## config.mk

```make
export PLATFORM = sky130hd
export DESIGN_NAME = dbc_top
export DESIGN_NICKNAME = d
export VERILOG_FILES = /design/src/rtl/dbc_pkg.sv /design/src/rtl/dbc_top.sv /design/src/rtl/dbc_bp_match.sv
export SDC_FILE = /design/constraint.sdc
export NUM_CORES = 1
export LEC_CHECK = 0
export BUFFER_PORTS_ARGS = -buffer_cell sky130_fd_sc_hd__buf_2
export CORE_ASPECT_RATIO = 0.8
export CORE_UTILIZATION = 63
export CTS_CLUSTER_SIZE = 14
export DETAILED_ROUTE_END_ITERATION = 8
export GPL_TIMING_DRIVEN = 0
export PLACE_DENSITY = 0.92
export REMOVE_ABC_BUFFERS = 1
export SLEW_MARGIN = 10
export SYNTH_ARGS = -nofsm -noshare
export SYNTH_HDL_FRONTEND = slang
export SYNTH_SLANG_ARGS = --single-unit
```

## constraint.sdc

```tcl
create_clock -name clk -period 5.2 [get_ports clk]
set_clock_uncertainty 0.1 [all_clocks]
set_input_delay 0.78 -clock clk [delete_from_list [all_inputs] [get_ports clk]]
set_output_delay 0.78 -clock clk [all_outputs]
set_load 0.01 [all_outputs]
```

## src/rtl/dbc_pkg.sv

```systemverilog
// Package of constants and types for the debug breakpoint control block
package dbc_pkg;

  localparam int DBC_NUM_BP = 4;

  // Register byte offsets on the Avalon-MM slave
  localparam logic [4:0] DBC_OFF_ADDR0 = 5'h00;
  localparam logic [4:0] DBC_OFF_ADDR1 = 5'h04;
  localparam logic [4:0] DBC_OFF_ADDR2 = 5'h08;
  localparam logic [4:0] DBC_OFF_ADDR3 = 5'h0c;
  localparam logic [4:0] DBC_OFF_STATUS = 5'h10;
  localparam logic [4:0] DBC_OFF_CONTROL = 5'h14;

  // Reset values
  localparam logic [31:0] DBC_CONTROL_RST = 32'h0000_0000;
  localparam logic [31:0] DBC_STATUS_RST = 32'h0000_0000;
  localparam logic [31:0] DBC_ADDR_RST = 32'h0000_0000;

  // debug_control field positions
  localparam int DBC_CTL_LOCAL0 = 0;
  localparam int DBC_CTL_GLOBAL0 = 1;
  localparam int DBC_CTL_EXACT_LOCAL = 8;
  localparam int DBC_CTL_EXACT_GLOBAL = 9;
  localparam int DBC_CTL_GUARD = 13;
  localparam int DBC_CTL_ACCESS0 = 16;
  localparam int DBC_CTL_LENGTH0 = 18;
  localparam int DBC_CTL_BP_STRIDE = 4;
  localparam logic [31:0] DBC_CONTROL_WMASK = 32'hffff_23ff;
  localparam logic [31:0] DBC_CONTROL_TS_CLR = 32'h0000_0155;

  // debug_status field positions
  localparam int DBC_STS_HIT0 = 0;
  localparam int DBC_STS_GUARD = 13;
  localparam int DBC_STS_STEP = 14;
  localparam int DBC_STS_TASK = 15;
  localparam logic [31:0] DBC_STATUS_WMASK = 32'h0000_e00f;

  // Length and access-type encodings
  localparam logic [1:0] DBC_LEN_BYTE = 2'h0;
  localparam logic [1:0] DBC_LEN_WORD = 2'h1;
  localparam logic [1:0] DBC_LEN_DWORD = 2'h3;
  localparam logic [1:0] DBC_RW_EXEC = 2'h0;
  localparam logic [1:0] DBC_RW_WRITE = 2'h1;
  localparam logic [1:0] DBC_RW_UNDEF = 2'h2;
  localparam logic [1:0] DBC_RW_RDWR = 2'h3;

  localparam logic [31:0] DBC_MASK_BYTE = 32'hffff_ffff;
  localparam logic [31:0] DBC_MASK_WORD = 32'hffff_fffe;
  localparam logic [31:0] DBC_MASK_DWORD = 32'hffff_fffc;

  // Cycles from request to waitrequest low
  localparam int DBC_ANSWER_CYCLES = 1;

  typedef enum logic {
    DBC_BUS_IDLE,
    DBC_BUS_ANSWER
  } dbc_bus_state_t;

endpackage

```

## src/rtl/dbc_top.sv

```systemverilog
// Breakpoint control, match and status logic of the debug facility
//
// Our own choices: the Avalon-MM register port and the address map.
`timescale 1ns/1ns

// Function
// RULE1: Two-bit length per breakpoint: 1,2,4 bytes
// RULE2: Length 00 compares all 32 bits
// RULE3: Length 01 ignores address bit 0
// RULE4: Length 11 ignores address bits 1,0
// RULE5: Software never programs length 10
// RULE6: Access type: 00 exec, 01 write, 11 rdwr
// RULE7: Software never programs access type 10
// RULE8: Exec hit faults before; data hit traps after
// RULE9: Any data overlap on enabled breakpoint traps
// RULE10: Software sets exec breakpoints with 00,00
// RULE11: Exec hit only on instruction first byte
// RULE12: Register access only real mode or level 0
// RULE13: Guard bit faults any register access
// RULE14: Handler entry clears the guard bit
// RULE15: Data breakpoints exact; next instruction waits
// RULE16: Task switch clears local exact bit only
// RULE17: Task switch clears local enables only
// RULE18: Global or local enable; hit raises exception
// RULE19: One status flag per debug event
// RULE20: Status flags set by hardware, cleared by software
// RULE21: Handler should clear status before return
// RULE22: All breakpoints disabled after reset
// RULE23: Enabled hit flags every matching breakpoint
module dbc_top
  import dbc_pkg::*;
(
  input wire logic clk,
  input wire logic rst_b,
  input wire logic [4:0] avs_address,
  input wire logic avs_read,
  input wire logic avs_write,
  input wire logic [31:0] avs_writedata,
  input wire logic [3:0] avs_byteenable,
  output logic [31:0] avs_readdata,
  output logic avs_waitrequest,
  input wire logic real_mode,
  input wire logic [1:0] cpl,
  input wire logic instr_valid,
  input wire logic [31:0] instr_addr,
  input wire logic data_valid,
  input wire logic data_done,
  input wire logic [29:0] data_dword_addr,
  input wire logic [3:0] data_be,
  input wire logic data_write,
  input wire logic single_step,
  input wire logic task_trap,
  input wire logic task_switch,
  input wire logic handler_entry,
  output logic exc1_fault,
  output logic exc1_trap,
  output logic reg_access_fault,
  output logic exec_hold
);

  function automatic logic [31:0] dbc_merge(
    input logic [31:0] old_val,
    input logic [31:0] new_val,
    input logic [3:0] be
  );
    logic [31:0] res;
    res = old_val;
    for (int b = 0; b < 4; b++) begin
      if (be[b]) begin
        res[b*8 +: 8] = new_val[b*8 +: 8];
      end
    end
    return res;
  endfunction

  dbc_bus_state_t state;
  dbc_bus_state_t next_state;

  logic [31:0] debug_control;
  logic [31:0] debug_status;
  logic [31:0] bp_linear_addr_reg [DBC_NUM_BP];

  logic [31:0] next_debug_control;
  logic [31:0] next_debug_status;
  logic [31:0] next_readdata;
  logic next_waitrequest;

  // Bus decode
  wire bus_req = avs_read || avs_write;
  wire bus_accept = (state == DBC_BUS_IDLE) && bus_req;
  wire bus_commit = (state == DBC_BUS_ANSWER) && bus_req;
  wire sel_status = avs_address == DBC_OFF_STATUS;
  wire sel_control = avs_address == DBC_OFF_CONTROL;

  // Access permission
  wire priv_ok = real_mode || (cpl == 2'h0); // RULE12
  wire debug_reg_guard = debug_control[DBC_CTL_GUARD];
  wire access_ok = priv_ok && !debug_reg_guard;
  wire guard_fault = bus_commit && priv_ok && debug_reg_guard; // RULE13
  wire priv_fault = bus_commit && !priv_ok; // RULE12
  wire wr_en = bus_commit && avs_write && access_ok;
  wire ctrl_wr = wr_en && sel_control;
  wire status_wr = wr_en && sel_status;

  // Per-breakpoint decode and match
  logic [DBC_NUM_BP-1:0] bp_enable_global;
  logic [DBC_NUM_BP-1:0] bp_enable_local;
  logic [DBC_NUM_BP-1:0] bp_enabled;
  logic [DBC_NUM_BP-1:0] instr_hit;
  logic [DBC_NUM_BP-1:0] data_hit;
  logic [DBC_NUM_BP-1:0] addr_sel;
  logic [DBC_NUM_BP-1:0] addr_wr;

  genvar gi;
  generate
    for (gi = 0; gi < DBC_NUM_BP; gi++) begin : g_bp
      logic [1:0] bp_length_field;
      logic [1:0] bp_access_type;

      assign bp_length_field = debug_control[DBC_CTL_LENGTH0 + gi*DBC_CTL_BP_STRIDE +: 2]; // RULE1
      assign bp_access_type = debug_control[DBC_CTL_ACCESS0 + gi*DBC_CTL_BP_STRIDE +: 2]; // RULE6
      assign bp_enable_local[gi] = debug_control[DBC_CTL_LOCAL0 + gi*2];
      assign bp_enable_global[gi] = debug_control[DBC_CTL_GLOBAL0 + gi*2];
      assign bp_enabled[gi] = bp_enable_global[gi] || bp_enable_local[gi]; // RULE18
      assign addr_sel[gi] = avs_address == (DBC_OFF_ADDR0 + 5'(gi*4));
      assign addr_wr[gi] = wr_en && addr_sel[gi];

      dbc_bp_match u_match (
        .bp_addr(bp_linear_addr_reg[gi]),
        .bp_length_field(bp_length_field),
        .bp_access_type(bp_access_type),
        .instr_valid(instr_valid),
        .instr_addr(instr_addr),
        .data_done(data_done),
        .data_dword_addr(data_dword_addr),
        .data_be(data_be),
        .data_write(data_write),
        .instr_hit(instr_hit[gi]),
        .data_hit(data_hit[gi])
      );

      always_ff @(posedge clk or negedge rst_b) begin
        if (!rst_b) begin
          bp_linear_addr_reg[gi] <= DBC_ADDR_RST;
        end else if (addr_wr[gi]) begin
          bp_linear_addr_reg[gi] <= dbc_merge(bp_linear_addr_reg[gi], avs_writedata, avs_byteenable);
        end
      end
    end
  endgenerate

  // Hits that actually raise the exception
  wire [DBC_NUM_BP-1:0] any_hit = instr_hit | data_hit;
  wire en_instr_hit = |(instr_hit & bp_enabled); // RULE18
  wire en_data_hit = |(data_hit & bp_enabled); // RULE9
  wire en_any_hit = en_instr_hit || en_data_hit;

  // Flags of all matching breakpoints, enabled or not, once an enabled one hits
  wire [DBC_NUM_BP-1:0] hit_set = en_any_hit ? any_hit : '0; // RULE23

  // Hardware set events on debug_status
  logic [31:0] status_set;
  always_comb begin
    status_set = 32'h0000_0000;
    status_set[DBC_STS_HIT0 +: DBC_NUM_BP] = hit_set; // RULE19
    status_set[DBC_STS_GUARD] = guard_fault; // RULE19
    status_set[DBC_STS_STEP] = single_step; // RULE19
    status_set[DBC_STS_TASK] = task_trap; // RULE19
  end

  // Set wins over a software clear in the same cycle
  always_comb begin
    next_debug_status = debug_status;
    if (status_wr) begin
      next_debug_status = dbc_merge(debug_status, avs_writedata, avs_byteenable) & DBC_STATUS_WMASK;
    end
    next_debug_status = next_debug_status | status_set; // RULE20
  end

  // Hardware clears win over a software write in the same cycle
  always_comb begin
    next_debug_control = debug_control;
    if (ctrl_wr) begin
      next_debug_control = dbc_merge(debug_control, avs_writedata, avs_byteenable) & DBC_CONTROL_WMASK;
    end
    if (task_switch) begin
      next_debug_control = next_debug_control & ~DBC_CONTROL_TS_CLR; // RULE16 RULE17
    end
    if (handler_entry) begin
      next_debug_control[DBC_CTL_GUARD] = 1'b0; // RULE14
    end
  end

  // Read data, gated by access permission
  logic [31:0] read_mux;
  always_comb begin
    read_mux = 32'h0000_0000;
    for (int i = 0; i < DBC_NUM_BP; i++) begin
      if (addr_sel[i]) begin
        read_mux = bp_linear_addr_reg[i];
      end
    end
    if (sel_status) begin
      read_mux = debug_status;
    end
    if (sel_control) begin
      read_mux = debug_control;
    end
  end

  // Bus sequencing: one wait cycle, then the answer
  always_comb begin
    next_state = state;
    next_waitrequest = 1'b1;
    next_readdata = avs_readdata;
    case (state)
      DBC_BUS_IDLE: begin
        if (bus_accept) begin
          next_state = DBC_BUS_ANSWER;
          next_waitrequest = 1'b0;
          next_readdata = (avs_read && access_ok) ? read_mux : 32'h0000_0000;
        end
      end
      DBC_BUS_ANSWER: begin
        next_state = DBC_BUS_IDLE;
        next_waitrequest = 1'b1;
      end
      default: begin
        next_state = DBC_BUS_IDLE;
      end
    endcase
  end

  always_ff @(posedge clk or negedge rst_b) begin
    if (!rst_b) begin
      state <= DBC_BUS_IDLE;
      avs_waitrequest <= 1'b1;
      avs_readdata <= 32'h0000_0000;
    end else begin
      state <= next_state;
      avs_waitrequest <= next_waitrequest;
      avs_readdata <= next_readdata;
    end
  end

  // Control comes out of reset with every enable clear
  always_ff @(posedge clk or negedge rst_b) begin
    if (!rst_b) begin
      debug_control <= DBC_CONTROL_RST; // RULE22
    end else begin
      debug_control <= next_debug_control;
    end
  end

  always_ff @(posedge clk or negedge rst_b) begin
    if (!rst_b) begin
      debug_status <= DBC_STATUS_RST;
    end else begin
      debug_status <= next_debug_status;
    end
  end

  // Exception requests to the core
  always_ff @(posedge clk or negedge rst_b) begin
    if (!rst_b) begin
      exc1_fault <= 1'b0;
      exc1_trap <= 1'b0;
      reg_access_fault <= 1'b0;
    end else begin
      exc1_fault <= en_instr_hit || guard_fault; // RULE8 RULE13
      exc1_trap <= en_data_hit || single_step || task_trap; // RULE8 RULE9
      reg_access_fault <= priv_fault; // RULE12
    end
  end

  // Exact reporting is unconditional: exact-match bits do not gate it
  always_ff @(posedge clk or negedge rst_b) begin
    if (!rst_b) begin
      exec_hold <= 1'b0;
    end else begin
      exec_hold <= data_valid && !data_done; // RULE15
    end
  end

endmodule

```

## src/rtl/dbc_bp_match.sv

```systemverilog
// Match logic of one linear-address breakpoint
`timescale 1ns/1ns
module dbc_bp_match
  import dbc_pkg::*;
(
  input wire logic [31:0] bp_addr,
  input wire logic [1:0] bp_length_field,
  input wire logic [1:0] bp_access_type,
  input wire logic instr_valid,
  input wire logic [31:0] instr_addr,
  input wire logic data_done,
  input wire logic [29:0] data_dword_addr,
  input wire logic [3:0] data_be,
  input wire logic data_write,
  output logic instr_hit,
  output logic data_hit
);

  logic [31:0] addr_mask;
  logic [3:0] field_be;
  logic is_data_type;
  logic dir_ok;
  logic dword_eq;

  // Undefined length 10 falls back to byte compare
  assign addr_mask = (bp_length_field == DBC_LEN_WORD) ? DBC_MASK_WORD : // RULE3 RULE5
                     (bp_length_field == DBC_LEN_DWORD) ? DBC_MASK_DWORD : // RULE4
                     DBC_MASK_BYTE; // RULE2

  assign field_be = (bp_length_field == DBC_LEN_DWORD) ? 4'hf :
                    (bp_length_field == DBC_LEN_WORD) ? (bp_addr[1] ? 4'hc : 4'h3) :
                    4'h1 << bp_addr[1:0];

  // Full 32-bit compare when length is byte, so only the first byte hits
  assign instr_hit = instr_valid && (bp_access_type == DBC_RW_EXEC) && // RULE11 RULE10
                     ((instr_addr & addr_mask) == (bp_addr & addr_mask));

  assign is_data_type = (bp_access_type != DBC_RW_EXEC) && (bp_access_type != DBC_RW_UNDEF); // RULE7
  assign dir_ok = data_write || (bp_access_type == DBC_RW_RDWR); // RULE6
  assign dword_eq = data_dword_addr == bp_addr[31:2];

  // Partial overlap of any enabled byte lane counts
  assign data_hit = data_done && is_data_type && dir_ok && dword_eq && |(data_be & field_be); // RULE9

endmodule

```

==> results.toml <==
[routing]
viasPerCell = 6.84
wl_per_cell_um = 29.7
drtIter0Drc = 1341
dr.pass1.iters = 5
routed_wl_um = 44600
num_vias = 10300
drc = 0
final_antenna_net_count = 0

[die]
die_x_um = 156
placementRows = 44
die_area_um2 = 19400
core_um2 = 18300
start_util_pct = 64.8
die_h_um = 125
ioPinCount = 159

[power_and_ir_drop]
p_leak_uw = 0.00657
ir_worst_vdd_uv = 167
p_seq_share_pct = 47.3
p_switching_uw = 1190
clockPowerShare_pct = 35.4
p_per_area_nw_per_um2 = 273
total_power_uw = 3710
swShare_pct = 32.1
p_int_uw = 2520
combPwrFrac_pct = 17.3

[setup_path]
r2r-end = "debug_status[2]"
worst-r2r-cell-count = 7
path_class = "input port to flop"
cp-end-kind = "flop"
reg2reg_from = "bp_linear_addr_reg[105]"
critPathLaunch = "avs_address[3]"
worst_setup_path_start_kind = "input port"
r2r_slack_ps = 1880
path_max_fanout = 42
required_ps = 5420
endpoint = "debug_control[17]"
cp.arrival_ps = 4030

[clocking]
clockRootBuffer = "clkbuf_16"
htreeDepth = 4
numCtsBuffers = 17
cts_setup_buffers = 0
clock-sinks = 200
clockBufferDepth = 2
cts-resized-gates = 0
cts_tree = "done"
ctsHoldBuffers = 0
clk_pin_slew_ps = 80
clkLatencyLatePin_ps = 450

[synth]
synth_simple_gate_area_share_pct = 9.67
async_reset_ff_share_pct = 100
ys.warnings.count = 0
yosys.area_share.xor_xnor_pct = 18.1
synth_mux_area_share_pct = 18.7
synthCells = 1091
avgSynthCellArea_um2 = 10.9
synth_flop_cell = "dfrtp_1"
ys_types = 57
seq_area_frac_synth_pct = 42.1
ys_top_cells_by_area = "dfrtp_1, mux2_2, xor2_1"
ys_ff_latch = 200
synth_edf_count = 0
synth_top_area_cell = "dfrtp_1"
synth.top_cell.area_share_pct = 41.9
syn_area_um2 = 11900
synth_top_family_by_area = "multiplexers"
synth_compound_area_share_pct = 9.64
synth_fa_ha_area_share_pct = 0

[timing]
rsz0062_at_grt = "false"
relSlewSlack_pct = 23.5
fin_tns_setup_ps = 0
setup_viol_count_final = 0
slew_viol_final = 0
post-route-min-period_ps = 3810
hold_viol_final = 0
fin_hold_ws_ps = 235
worstMarginPinSlew_ps = 1150
max_freq_ghz = 0.263
period_share_pct = 73.2

[grt]
grt_max_degree = 102
grt_use_total_pct = 47.0
grt-ovfl-total = 0
grt_pass1_wl_um = 64900
grt_pass1_vias = 10000
antenna_found_initial = 0

[final_layout]
nets = 1355
fillers = 1237
multi_input_area_um2 = 6690
layout.cells.non_filler = 1500
areaGrowthSynthToFinish_pct = 14.3
seq_area_um2 = 5010
largest_reg_flops = 128
layout-drive-gt1-share_pct = 29.5

[status]
outcome = "complete, no violations"

[placement]
port_buffers = 158
gp_congestion = 1.05
dpl.cell_count = 1466
hpwl_um = 34200

[job]
cap_viol_max_count = 0

[min_path]
min_path_type = "input port to async pin"
## kinds of logic after synthesis
| logic type | count (synthesis) |
|---|---|
| buf+inv | 53 |
| simple gates | 226 |
| compound gates | 168 |
| flops | 200 |
| xor+xnor | 246 |
| mux | 198 |
## layout by cell type (no fill, tap or decap), drive strengths merged, types with 3 or more instances in the layout
master / netlist / layout
clkbuf: 37 / 19
inv: 8 / 15
o211ai: 6 / 6
xnor2: 76 / 76
nand2: 90 / 90
clkinv: 0 / 5
o21bai: 4 / 4
a21oi: 18 / 18
o22ai: 3 / 3
mux2i: 41 / 41
and3: 3 / 3
nor4: 47 / 47
o2111ai: 3 / 3
o21ai: 59 / 59
dfrtp: 199 / 199
a32o: 5 / 5
buf: 8 / 168
xor2: 170 / 170
a22o: 22 / 22
a221oi: 3 / 3
mux2: 153 / 153
mux4: 4 / 4
nor3b: 4 / 4
nor3: 7 / 7
and2: 3 / 3
nand4: 20 / 20
a211oi: 5 / 5
a22oi: 25 / 25
o31a: 3 / 3
nand3: 17 / 17
a2111oi: 4 / 4
nor2: 24 / 24
## critical path, cell delays in order
cell     delay, ps
buf_2          460
nor4b_4        870
nand2_1        240
nor2_2         670
nand2_1        540
mux2_2         430
## through the flow
stage | util [%] | instance area (um^2) | setup slack [ps]
floorplan | - | 11700 | 1210
global placement | 69.9 | 12800 | -1960
detailed placement | 70.9 | 13000 | 1170
CTS | 73.9 | 13600 | 1600
global route | 74.1 | 13600 | 1370
finish | 74.1 | 13600 | 1390
## per-layer routing
layer | wire (um) | GRT usage, %
met5 | 0 | 0
met2 | 19900 | 71.0
met4 | 1290 | 13.4
met1 | 18000 | 65.7
met3 | 5390 | 13.8
## power groups by stage
| stage | Clock (uW) | Sequential (uW) | Combinational, uW |
|---|---|---|---|
| CTS | 1300 | 1750 | 614 |
| global placement | 0 | 1770 | 580 |
| floorplan | 0 | 1740 | 289 |
| detailed placement | 0 | 1780 | 607 |
| global route | 1360 | 1760 | 664 |
| finish | 1310 | 1760 | 641 |
## synth_stat cells, types with 2 or more instances
cell type / count
a221oi_1: 3
nor2b_1: 2
o31a_1: 2
nor3b_1: 3
xnor2_1: 76
nor4_1: 46
nand3_1: 17
buf_1: 3
mux2_2: 150
xor2_1: 170
o22ai_1: 3
nor2_1: 23
and2_1: 3
a22oi_1: 25
buf_2: 5
and3_1: 3
o211ai_1: 6
clkbuf_1: 36
a2111oi_0: 3
inv_1: 8
o21ai_1: 4
nand2_1: 90
a211oi_1: 5
nand4_1: 20
nor3_1: 7
dfrtp_1: 199
mux2_1: 3
mux2i_1: 41
a222oi_1: 2
o21ai_0: 55
a32o_1: 5
a21oi_1: 18
mux4_2: 4
a211o_1: 2
o2111ai_1: 3
o21bai_1: 4
a22o_1: 22
## final cells by class
type / count / area share [%]
diodes: 1 / 0.0184
clock inverters: 13 / 0.976
flip-flops and latches: 200 / 36.9
inverters: 8 / 0.221
clock buffers: 19 / 3.19
repair buffers: 168 / 7.14
multi-input cells: 838 / 49.3
well taps: 253 / 2.33
## how the worst min path moves through the flow
| stage | from | to | cells past startpoint |
|---|---|---|---|
| floorplan | debug_status[14] | debug_status[14] | 1 |
| global placement | avs_readdata[6] | avs_readdata[6] | 2 |
| detailed placement | avs_readdata[1] | avs_readdata[1] | 2 |
| CTS | rst_b | avs_readdata[19] | 1 |
| global route | rst_b | debug_control[23] | 1 |
| finish | rst_b | avs_readdata[19] | 1 |
Power figures use the tool's default switching activity.
